`src/dmr_pkg.sv`:
```
package dmr_pkg;

    // register indices; byte address on the bus is four times the index
    localparam logic [7:0] DMR_IDX_SETUP = 8'h23;
    localparam logic [7:0] DMR_IDX_FAULT = 8'h24;
    localparam logic [7:0] DMR_IDX_IRQ_STATUS = 8'h30;
    localparam logic [7:0] DMR_IDX_IRQ_MASK = 8'h31;
    localparam logic [7:0] DMR_IDX_CONTROL = 8'h32;
    localparam int DMR_ADDR_W = 10;

    localparam logic [7:0] DMR_SETUP_RESET = 8'h00;
    localparam logic [7:0] DMR_FAULT_RESET = 8'h00;
    localparam logic [7:0] DMR_IRQ_STATUS_RESET = 8'h00;
    localparam logic [7:0] DMR_IRQ_MASK_RESET = 8'h00;

    // setup fields
    localparam int DMR_FUNC_MSB = 7;
    localparam int DMR_FUNC_LSB = 6;
    localparam int DMR_BUF_BIT = 5;
    localparam int DMR_BIAS_BIT = 4;
    localparam int DMR_CH_MSB = 3;
    localparam int DMR_CH_LSB = 0;

    // fault fields
    localparam int DMR_MAP_ERR_BIT = 7;
    localparam int DMR_REF_FAULT_BIT = 3;
    localparam int DMR_NEG_CH0_BIT = 2;
    localparam int DMR_OVER_TEMP_BIT = 1;
    localparam int DMR_TEMP_WARN_BIT = 0;

    // control register: bit 0 written as one issues the reset command
    localparam int DMR_CTRL_RESET_BIT = 0;

    localparam int DMR_NUM_CHANNELS = 6;
    localparam int DMR_SYNC_STAGES = 2;

    typedef enum logic [1:0] {
        DMR_FUNC_OFF = 2'h0,
        DMR_FUNC_VOLTAGE = 2'h1,
        DMR_FUNC_CURRENT = 2'h2,
        DMR_FUNC_TEMP = 2'h3
    } dmr_func_t;

    typedef struct packed {
        dmr_func_t diag_function_sel;
        logic selector_buffer_en;
        logic diode_bias_external;
        logic [3:0] diag_channel_sel;
    } dmr_setup_t;

    typedef struct packed {
        logic map_check_fail;
        logic ref_res_fault_det;
        logic neg_voltage_det;
        logic die_at_145c;
        logic die_at_125c;
        logic die_below_120c;
    } dmr_sense_t;

    typedef struct packed {
        logic map_integrity_err;
        logic [2:0] unused;
        logic ref_resistor_fault;
        logic neg_voltage_ch_zero;
        logic over_temp;
        logic temp_warning;
    } dmr_fault_t;

    typedef struct packed {
        logic mon_voltage_en;
        logic mon_current_en;
        logic mon_temp_en;
        logic selector_buffer_en;
        logic selector_bypass;
        logic diode_bias_external;
        logic internal_bias_en;
        logic use_internal_ref_res;
        logic [DMR_NUM_CHANNELS-1:0] channel_onehot;
    } dmr_analog_ctl_t;

endpackage

```
`src/dmr_sync.sv`:
```
`timescale 1ns/1ns
module dmr_sync #(
    parameter int WIDTH = 6
) (
    input wire logic mclk,
    input wire logic reset_n,
    input wire logic [WIDTH-1:0] async_in,
    output logic [WIDTH-1:0] sync_out
);
    logic [WIDTH-1:0] meta_reg;
    logic [WIDTH-1:0] sync_reg;

    // first stage feeds only the second stage
    genvar i;
    generate
        for (i = 0; i < WIDTH; i++) begin : g_bit
            always_ff @(posedge mclk or negedge reset_n) begin
                if (!reset_n) begin
                    meta_reg[i] <= 1'b0;
                    sync_reg[i] <= 1'b0;
                end else begin
                    meta_reg[i] <= async_in[i];
                    sync_reg[i] <= meta_reg[i];
                end
            end
        end
    endgenerate

    assign sync_out = sync_reg;
endmodule

```
`src/dmr_regs.sv`:
```
// Our own choice: register access over Avalon-MM.
`timescale 1ns/1ns
module dmr_regs (
    input wire logic mclk,
    input wire logic reset_n,
    input wire logic [dmr_pkg::DMR_ADDR_W-1:0] avs_address,
    input wire logic avs_read,
    input wire logic avs_write,
    input wire logic [31:0] avs_writedata,
    input wire logic [3:0] avs_byteenable,
    output logic [31:0] avs_readdata,
    output logic avs_waitrequest,
    input wire dmr_pkg::dmr_sense_t sense_in,
    output dmr_pkg::dmr_analog_ctl_t analog_ctl,
    output dmr_pkg::dmr_setup_t setup_out,
    output dmr_pkg::dmr_fault_t fault_out,
    output logic irq
);
    localparam int NSENSE = $bits(dmr_pkg::dmr_sense_t);

    dmr_pkg::dmr_sense_t sense_sync;
    logic [NSENSE-1:0] sense_sync_bits;

    dmr_pkg::dmr_setup_t setup_reg;
    dmr_pkg::dmr_setup_t setup_next;
    dmr_pkg::dmr_fault_t fault_reg;
    dmr_pkg::dmr_fault_t fault_next;
    logic [7:0] irq_status_reg;
    logic [7:0] irq_status_next;
    logic [7:0] irq_mask_reg;
    logic [7:0] irq_mask_next;
    logic ack_reg;
    logic ack_next;
    logic [31:0] readdata_reg;
    logic [31:0] readdata_next;

    // pins from the analog side are asynchronous to mclk
    dmr_sync #(
        .WIDTH(NSENSE)
    ) u_sense_sync (
        .mclk(mclk),
        .reset_n(reset_n),
        .async_in(sense_in),
        .sync_out(sense_sync_bits)
    );
    assign sense_sync = dmr_pkg::dmr_sense_t'(sense_sync_bits);

    // bus decode; one wait state so read data come from a flop
    wire req = avs_read | avs_write;
    wire [7:0] word_idx = avs_address[9:2];
    wire hit_setup = word_idx == dmr_pkg::DMR_IDX_SETUP;
    wire hit_fault = word_idx == dmr_pkg::DMR_IDX_FAULT;
    wire hit_irq_status = word_idx == dmr_pkg::DMR_IDX_IRQ_STATUS;
    wire hit_irq_mask = word_idx == dmr_pkg::DMR_IDX_IRQ_MASK;
    wire hit_control = word_idx == dmr_pkg::DMR_IDX_CONTROL;
    wire wr_commit = avs_write & ack_reg & avs_byteenable[0];
    wire [7:0] wdata = avs_writedata[7:0];
    wire wr_setup = wr_commit & hit_setup;
    wire wr_irq_status = wr_commit & hit_irq_status;
    wire wr_irq_mask = wr_commit & hit_irq_mask;
    wire reset_cmd = wr_commit & hit_control & wdata[dmr_pkg::DMR_CTRL_RESET_BIT];

    assign ack_next = req & ~ack_reg;
    assign avs_waitrequest = req & ~ack_reg;

    // writes to the fault register are decoded but have no effect
    wire [7:0] rd_mux =
        hit_setup ? setup_reg :
        hit_fault ? fault_reg :
        hit_irq_status ? irq_status_reg :
        hit_irq_mask ? irq_mask_reg :
        8'h00;
    assign readdata_next = (avs_read & ~ack_reg) ? {24'h000000, rd_mux} : readdata_reg;
    assign avs_readdata = readdata_reg;

    // setup register; the reset command returns it to zero as well
    always_comb begin
        setup_next = setup_reg;
        if (reset_cmd) begin
            setup_next = dmr_pkg::DMR_SETUP_RESET;
        end else if (wr_setup) begin
            setup_next = dmr_pkg::dmr_setup_t'(wdata);
        end
    end

    // condition terms for each flag
    wire ch0_monitored = (setup_reg.diag_function_sel == dmr_pkg::DMR_FUNC_VOLTAGE ||
        setup_reg.diag_function_sel == dmr_pkg::DMR_FUNC_CURRENT) &&
        setup_reg.diag_channel_sel == 4'h0;
    wire set_map_err = sense_sync.map_check_fail;
    wire set_ref_fault = sense_sync.ref_res_fault_det;
    wire set_neg_ch0 = sense_sync.neg_voltage_det & ch0_monitored;
    wire set_over_temp = sense_sync.die_at_145c;
    wire set_warn = sense_sync.die_at_125c;
    wire clr_warn = sense_sync.die_below_120c;

    // latched faults clear only on the reset command; a live fault sets again at once
    always_comb begin
        fault_next = fault_reg;
        if (reset_cmd) begin
            fault_next = dmr_pkg::DMR_FAULT_RESET;
        end
        if (set_map_err) begin
            fault_next.map_integrity_err = 1'b1;
        end
        if (set_ref_fault) begin
            fault_next.ref_resistor_fault = 1'b1;
        end
        if (set_neg_ch0) begin
            fault_next.neg_voltage_ch_zero = 1'b1;
        end
        if (set_over_temp) begin
            fault_next.over_temp = 1'b1;
        end
        // hysteresis: between 120C and 125C the flag keeps its value
        if (set_warn) begin
            fault_next.temp_warning = 1'b1;
        end else if (clr_warn) begin
            fault_next.temp_warning = 1'b0;
        end
        fault_next.unused = 3'h0;
    end

    // interrupt events are rising edges of the fault flags
    wire [7:0] fault_rise = fault_next & ~fault_reg;
    always_comb begin
        irq_status_next = irq_status_reg;
        if (wr_irq_status) begin
            irq_status_next = irq_status_reg & ~wdata;
        end
        if (reset_cmd) begin
            irq_status_next = dmr_pkg::DMR_IRQ_STATUS_RESET;
        end
        // set wins over a clear in the same cycle
        irq_status_next = irq_status_next | fault_rise;
    end
    assign irq_mask_next = wr_irq_mask ? wdata : irq_mask_reg;
    assign irq = |(irq_status_reg & irq_mask_reg);

    always_ff @(posedge mclk or negedge reset_n) begin
        if (!reset_n) begin
            setup_reg <= dmr_pkg::DMR_SETUP_RESET;
            fault_reg <= dmr_pkg::DMR_FAULT_RESET;
        end else begin
            setup_reg <= setup_next;
            fault_reg <= fault_next;
        end
    end

    always_ff @(posedge mclk or negedge reset_n) begin
        if (!reset_n) begin
            irq_status_reg <= dmr_pkg::DMR_IRQ_STATUS_RESET;
            irq_mask_reg <= dmr_pkg::DMR_IRQ_MASK_RESET;
        end else begin
            irq_status_reg <= irq_status_next;
            irq_mask_reg <= irq_mask_next;
        end
    end

    always_ff @(posedge mclk or negedge reset_n) begin
        if (!reset_n) begin
            ack_reg <= 1'b0;
            readdata_reg <= 32'h00000000;
        end else begin
            ack_reg <= ack_next;
            readdata_reg <= readdata_next;
        end
    end

    // analog controls decoded from the setup register, the resistor choice from the fault register
    assign analog_ctl.mon_voltage_en =
        setup_reg.diag_function_sel == dmr_pkg::DMR_FUNC_VOLTAGE;
    assign analog_ctl.mon_current_en =
        setup_reg.diag_function_sel == dmr_pkg::DMR_FUNC_CURRENT;
    assign analog_ctl.mon_temp_en =
        setup_reg.diag_function_sel == dmr_pkg::DMR_FUNC_TEMP;
    assign analog_ctl.selector_buffer_en = setup_reg.selector_buffer_en;
    assign analog_ctl.selector_bypass = ~setup_reg.selector_buffer_en;
    assign analog_ctl.diode_bias_external = setup_reg.diode_bias_external;
    assign analog_ctl.internal_bias_en = ~setup_reg.diode_bias_external;
    // latched fault keeps the internal resistor until the reset command
    assign analog_ctl.use_internal_ref_res = fault_reg.ref_resistor_fault;

    // codes above five select nothing; channel only matters in voltage or current mode
    wire ch_mode = analog_ctl.mon_voltage_en | analog_ctl.mon_current_en;
    genvar c;
    generate
        for (c = 0; c < dmr_pkg::DMR_NUM_CHANNELS; c++) begin : g_ch
            assign analog_ctl.channel_onehot[c] = ch_mode &&
                setup_reg.diag_channel_sel == 4'(c);
        end
    endgenerate

    assign setup_out = setup_reg;
    assign fault_out = fault_reg;
endmodule

```
`config.mk`:
```
export PLATFORM = sky130hd
export DESIGN_NAME = dmr_regs
export DESIGN_NICKNAME = d
export VERILOG_FILES = /design/src/dmr_pkg.sv /design/src/dmr_sync.sv /design/src/dmr_regs.sv
export SDC_FILE = /design/constraint.sdc
export NUM_CORES = 1
export LEC_CHECK = 0
export BUFFER_PORTS_ARGS = -buffer_cell sky130_fd_sc_hd__buf_2
export CORE_MARGIN = 4
export CORE_UTILIZATION = 45
export CTS_CLUSTER_SIZE = 24
export DETAILED_ROUTE_END_ITERATION = 12
export PLACE_DENSITY = 0.76
export SLEW_MARGIN = 30
export SYNTH_ARGS = -nofsm -noshare
export SYNTH_HDL_FRONTEND = slang
export SYNTH_SLANG_ARGS = --single-unit
```
`constraint.sdc`:
```
create_clock -name mclk -period 2.4 [get_ports mclk]
set_clock_uncertainty 0.2 [all_clocks]
set_input_delay 0.12 -clock mclk [delete_from_list [all_inputs] [get_ports mclk]]
set_output_delay 0.12 -clock mclk [all_outputs]
set_load 0.01 [all_outputs]
```
==> results.md, run 1 <==
- Synth Cell Area: 2440 sq um
- Vias in the first global route: 1,765
- Detailed-route wire length per cell: 15.1 um
- Initial core utilization: 0.473
- Area Growth Syn to Fin: 21.3%
- First drt pass iteration count: 4
- Register area share after synthesis: 0.512
- Top_reg_cell synth: dfrtp_1
- WHS Path Cells: 4
- Reg-to-reg endpoint: irq_status_reg[7]$_DFF_PN0_
- Nets: 351
- Fin crit period: 2.04 ns
- Dpl cells: around 340
- Initial antenna violation count: 0
- Most frequent cells in the layout: buf_2 (63), dfrtp_1 (50), conb_1 (27)
- Die width: 81.7 um
- Gr usage total: 0.175
- Netlist cell types: 42
- Hold Vio Cnt, Final: 0
- Root buffer cell: clkbuf_8
- Clock transition at path regs: roughly 0.080 ns
- Slowest cell on crit path: or3_1
- Die area: roughly 6700 sq um
- Antenna-violating nets left: 0
- Number of synthesized flops with an enable pin: 0
- Hold_sp: avs_address[4]
- Gr ovfl total: 0
- Critical Path Start Type: flip-flop
- VDD IR-drop max: 0.389 mV
- Die height: 81.7 um
- Fmax: approximately 490 MHz
- Worst setup path class: flip-flop to flip-flop
- Pre-CTS setup slack: between 0.1 and 0.15 ns
- TritonCTS clock tree: done
- Clk Latency, worst-skew pair: 0.30 ns
- Site Rows: 26
- Status: completed
- Min-delay worst type: input pin to flip-flop
- Clk sinks: 50
- Hpwl dp: approximately 4.0 mm
- Detailed-route DRC error count: 0
- CP arrival: about 2 ns
- Final Slew Violations: 0
- LEAKAGE: 1.48 nW
- Finished Core Util: 0.573
- DR vias/cell: 5.06
- Unrepaired setup endpoints after global routing: no
- Max cap viols: 0
- Post-synth ARST share: 1.00
- Max Used Layer: met4
- Met3 WL post-DR: 405 um
- Max FO, Critical Path: 11
- Largest net degree at the start of global routing: 51
- Setup violators final: 0
- H-tree levels: 2
- Fin worst setup slack: 0.357 ns
- Relative slew slack: 0.585
- Routability cong.: 0.775
- Hold buffers post-CTS: 17
- Total negative slack: 0 ns
- Tcrit/Tclk final: 0.851
- #FFs+latches synth: 50
- Worst Path Required: between 2 and 2.5 ns
- Worst R2R Path Depth: 3
- Worst R2R Start: ack_reg$_DFF_PN0_
- Post-Route WL: 5.46 mm
- Wire length on met1: 2.46 mm
- Commonest non-fill, non-tap cell in the layout: buf_2
- Cell area power density: 537 nW/um^2
- Met2 routed WL: 2.52 mm
- Post-cts gate resize count: 0
- Vias: 1,832
- DRT iter0 DRCs: 114
- R2R setup slack: 0.36 ns
- IO Count: between 100 and 150
- Total CTS buffers: 5
- Post-Layout Cell Count: 362
- Filler cell count: 464
- Setup repair bufs after CTS: 0
- Worst-margin pin slew: between 0.6 and 0.7 ns
- Port-buffer cells: 63
- Syn_area_per_cell: 11.6 sq um
- Ant. Diodes: 0
- CTS max path bufs: 2
- First-pass GRT wire length: 8.76 mm
- Core area: 5170 sq um
- Yosys warning count: 0
- Share of cells above drive strength 1: 0.332
- Hold EP: avs_readdata[0]$_DFFE_PN0P_
- CP max stage delay: 0.67 ns
- Cells along the critical path: nand4b_1 > or3_1 > a32o_1
- Setup crit end kind: flip-flop
- Syn Inst Count: 211
==> synth_stat cells, drive strengths merged (2+ instances only) <==
cell type	number	area, sq um
or4b	2	23.8
a21o	3	22.5
nand2	14	52.6
a21oi	3	15.0
and3b	2	17.5
clkbuf	3	11.3
inv	9	33.8
a22o	10	87.6
mux2	13	146
nor4	4	55.1
nand2b	3	18.8
buf	34	253
mux2i	3	30.0
a221oi	5	43.8
nor2	13	51.3
nor3	6	30.0
o22ai	5	31.3
a22oi	4	30.0
a32o	3	30.0
nand4b	4	41.3
dfrtp	50	1250
a221o	3	33.8
ha	3	37.5
==> worst max-delay path by stage <==
stage / start / endpoint / depth (start not counted)
floorplan: avs_address[5] / irq_status_reg[1]$_DFF_PN0_ / 5
global route: ack_reg$_DFF_PN0_ / irq_status_reg[7]$_DFF_PN0_ / 3
finish: ack_reg$_DFF_PN0_ / irq_status_reg[7]$_DFF_PN0_ / 3
detailed placement: avs_address[5] / irq_status_reg[7]$_DFF_PN0_ / 4
CTS: ack_reg$_DFF_PN0_ / irq_status_reg[7]$_DFF_PN0_ / 3
global placement: avs_address[5] / irq_status_reg[3]$_DFF_PN0_ / 4
==> final cells by class <==
class | count | area [sq um] | area share
tap | 70 | 87.6 | 0.0295
timing repair buffer | 85 | 523 | 0.176
inverter | 9 | 33.8 | 0.0114
sequential | 50 | 1250 | 0.422
clock buffer | 7 | 76.3 | 0.0257
multi-input combinational | 141 | 993 | 0.335
==> through the flow <==
stage	total power, W	hold slack (ns)	cell area (sq um)
6_report	0.00159	0.0283	2970
5_1_grt	0.00168	0.0367	2970
4_1_cts	0.00161	0.0153	2970
3_5_place_dp	0.00114	0.0293	2720
3_3_place_gp	0.00113	0.0272	2720
2_1_floorplan	0.00108	-0.376	2540
==> critical path, delay by kind of cell (launching register included) <==
family | cells | cell delay (ns)
flops | 1 | 0.38
compound gates | 1 | 0.34
simple gates | 2 | 1.00
==> logic make-up (layout without fill, tap and decap cells) <==
kind of cell	Yosys count	count (layout)	synth area share
fa+ha+maj	3	3	0.0154
simple gates	56	56	0.147
compound gates	39	39	0.130
buf+inv	46	101	0.122
flops	50	50	0.512
other cells	1	27	0.00153
mux	16	16	0.0722
==> where the power goes <==
part | internal [W] | total, W | leakage, nW | switching, W
sequential | 0.000888 | 0.000921 | 0.623 | 0.0000328
combinational | 0.0000993 | 0.000220 | 0.819 | 0.000121
clock | 0.000201 | 0.000452 | 0.0383 | 0.000251
==> metal layers <==
| metal | vias to the layer above | track usage |
|---|---|---|
| met1 | 876 | 0.244 |
| met2 | 81 | 0.273 |
| li1 | 869 | - |
| met3 | 6 | 0.0362 |
| met4 | 0 | 0.0598 |
| met5 | - | 0 |
Note: power is estimated with default switching activity, not from simulation.
==> run 2: changes to the inputs <==
Settings changed: CORE_MARGIN 4 to 5.
==> run 2 against run 1 <==
Effect of this change:
- setup slack got worse by 0.19 ns
- clock-buffer cell count unchanged
- worst hold slack better by 0.013 ns
- clock power is 1% higher
- via count increased by 0.44%
- register-to-register slack about the same
- routed wire length rose by 3.6%
- largest cell class unchanged
- highest routed layer unchanged
==> results.md, run 2 (synthesis results as in run 1) <==
- Status: completed (unchanged)
- Register area: 1250 sq um (unchanged)
- Setup crit end kind: flip-flop (unchanged)
- Root buffer cell: clkbuf_8 (unchanged)
- Detailed-route DRC error count: 0 (unchanged)
- Initial antenna violation count: 0 (unchanged)
- CP max stage delay: 0.67 ns (about the same)
- Antenna-violating nets left: 0 (unchanged)
- Relative slew slack: 0.670 (was 0.585)
- Hold WS: 0.0416 ns (was 0.0283 ns)
- Die area: 7010 sq um (was 6680 sq um)
- Min-delay worst type: input pin to flip-flop (unchanged)
- Setup violators final: 0 (unchanged)
- Tcrit/Tclk final: 0.929 (was 0.851)
- Unrepaired setup endpoints after global routing: no (unchanged)
- Ant. Diodes: 0 (unchanged)
- Clock Power Share: 0.285 (was 0.284)
- Nets: 353 (was 351)
- Vias in the first global route: 1,872 (was 1,765)
- DR vias/cell: 5.05 (was 5.06)
- Placed Area: 2730 sq um (was 2720 sq um)
- Tot Pwr: 0.00161 W (was 0.00159 W)
- Post-Route WL: 5.66 mm (was 5.46 mm)
- Hold Vio Cnt, Final: 0 (unchanged)
- Gr ovfl total: 0 (unchanged)
- Routability cong.: 0.827 (was 0.775)
- NetSw: 0.000415 W (was 0.000405 W)
- Sw Ratio: 0.258 (was 0.254)
- Commonest non-fill, non-tap cell in the layout: buf_2 (unchanged)
- Site Rows: 26 (unchanged)
- Fin crit period: 2.23 ns (was 2.04 ns)
- Area Growth Syn to Fin: 22.0% (was 21.3%)
- H-tree levels: 2 (unchanged)
- IO Count: 120 (unchanged)
- Pre-CTS setup slack: 0.219 ns (was 0.137 ns)
- Share of cells above drive strength 1: 0.333 (was 0.332)
- Core area: 5200 sq um (was 5170 sq um)
- Slowest cell on crit path: or3_1 (unchanged)
- Final Slew Violations: 0 (unchanged)
- Comb pwr share: 0.140 (was 0.138)
- Vias: 1,840 (was 1,832)
- Total CTS buffers: 5 (unchanged)
- Cells along the critical path: dlygate4sd3_1 > buf_2 > nand4b_1 > or3_1 > a32o_1 (was nand4b_1 > or3_1 > a32o_1)
- First drt pass iteration count: 4 (unchanged)
- Clk Latency, worst-skew pair: 0.30 ns (about the same)
- Max cap viols: 0 (unchanged)
- Max FO, Critical Path: 11 (unchanged)
- Multi-input logic area: 993 sq um (unchanged)
- Port-buffer cells: 63 (unchanged)
- Filler cell count: 466 (was 464)
- Fin worst setup slack: 0.171 ns (was 0.357 ns)
- Gr usage total: 0.162 (was 0.175)
- Worst Path Buf+Inv: 2 (was 0)
- Worst-margin pin slew: 0.491 ns (was 0.623 ns)
- CP arrival: 2.22 ns (was 2.03 ns)
- Critical Path Start Type: input pin (was flip-flop)
- LEAKAGE: 1.49 nW (was 1.48 nW)
- Design Area, Final: 2980 sq um (was 2970 sq um)
- Setup repair bufs after CTS: 0 (unchanged)
- Total negative slack: 0 ns (unchanged)
- Sequential share of power: 0.575 (was 0.578)
- Clock transition at path regs: 0.09 ns (was 0.08 ns)
- DRT iter0 DRCs: 83 (was 114)
- Die width: 83.7 um (was 81.7 um)
- Detailed-route wire length per cell: 15.5 um (was 15.1 um)
- Power Internal: 0.00119 W (about the same)
- VDD IR-drop max: 0.470 mV (was 0.389 mV)
- Initial core utilization: 0.470 (was 0.473)
- TritonCTS clock tree: done (unchanged)
- Most frequent cells in the layout: buf_2 (63), dfrtp_1 (50), conb_1 (27) (unchanged)
- Worst setup path class: input pin to flip-flop (was flip-flop to flip-flop)
- Worst Path Required: 2.39 ns (about the same)
- Fmax: 449 MHz (was 489 MHz)
- Cell area power density: 538 nW/um^2 (was 537 nW/um^2)
- Crit-path leading delay family: simple AND/OR/NAND/NOR gates (unchanged)
- CTS max path bufs: 2 (unchanged)
- Post-cts gate resize count: 0 (unchanged)
- Die height: 83.7 um (was 81.7 um)
- First-pass GRT wire length: 9.18 mm (was 8.76 mm)
- Largest net degree at the start of global routing: 20 (was 51)
- Clk sinks: 50 (unchanged)
- Hpwl dp: 4.33 mm (was 3.96 mm)
[run 2: worst min-delay path, cell delays in order]
cell      delay [ns]
buf_2           0.17
nand4b_1        0.11
a22o_1          0.11
[run 2: final timing paths]
check                      cells after the start  slack, ns                                from                                  to
max                                            5       0.17                      avs_address[4]         irq_status_reg[3]$_DFF_PN0_
min                                            3       0.04                      avs_address[6]         irq_status_reg[0]$_DFF_PN0_
max reg2reg                                    3       0.35                   ack_reg$_DFF_PN0_         irq_status_reg[3]$_DFF_PN0_
min reg2reg                                    0       0.15  u_sense_sync.meta_reg[4]$_DFF_PN0_  u_sense_sync.sync_out[4]$_DFF_PN0_
max in group asynchronous                      3       1.35                             reset_n            setup_out[7]$_DFFE_PN0P_
min in group asynchronous                      2       0.07                             reset_n  u_sense_sync.sync_out[0]$_DFF_PN0_
[run 2: metrics by stage]
| stage | utilization | cells |
|---|---|---|
| after floorplan | - | 237 |
| after global placement | 0.524 | 339 |
| after detailed placement | 0.524 | 339 |
| after CTS | 0.573 | 364 |
| after global routing | 0.573 | 364 |
| final | 0.573 | 364 |
[run 2: area by class of cell]
class | instances | area share
Clock buffer | 7 | 0.0256
Sequential cell | 50 | 0.419
Inverter | 9 | 0.0113
Tap cell | 70 | 0.0294
Multi-Input combinational cell | 141 | 0.333
Timing Repair Buffer | 87 | 0.181
[run 2: layer usage]
layer	vias up	part of all wire	global-route usage	wire, um
li1	875	-	-	-
met1	876	0.43	0.210	2460
met2	83	0.47	0.269	2640
met3	6	0.087	0.0444	494
met4	0	0.011	0.0424	60
met5	-	0	0	0
[run 2: timing repair]
action,in CTS,in global routing
hold endpoints to repair,82,0
hold buffers,18,0
endpoints found under the setup margin,0,0
[run 2: power by group through the flow]
stage | Combinational [W] | Sequential [W] | Clock (W)
6_report | 0.000224 | 0.000923 | 0.000458
5_1_grt | 0.000249 | 0.000930 | 0.000497
4_1_cts | 0.000226 | 0.000923 | 0.000463
3_5_place_dp | 0.000204 | 0.000940 | 0
3_3_place_gp | 0.000198 | 0.000937 | 0
2_1_floorplan | 0.000134 | 0.000941 | 0
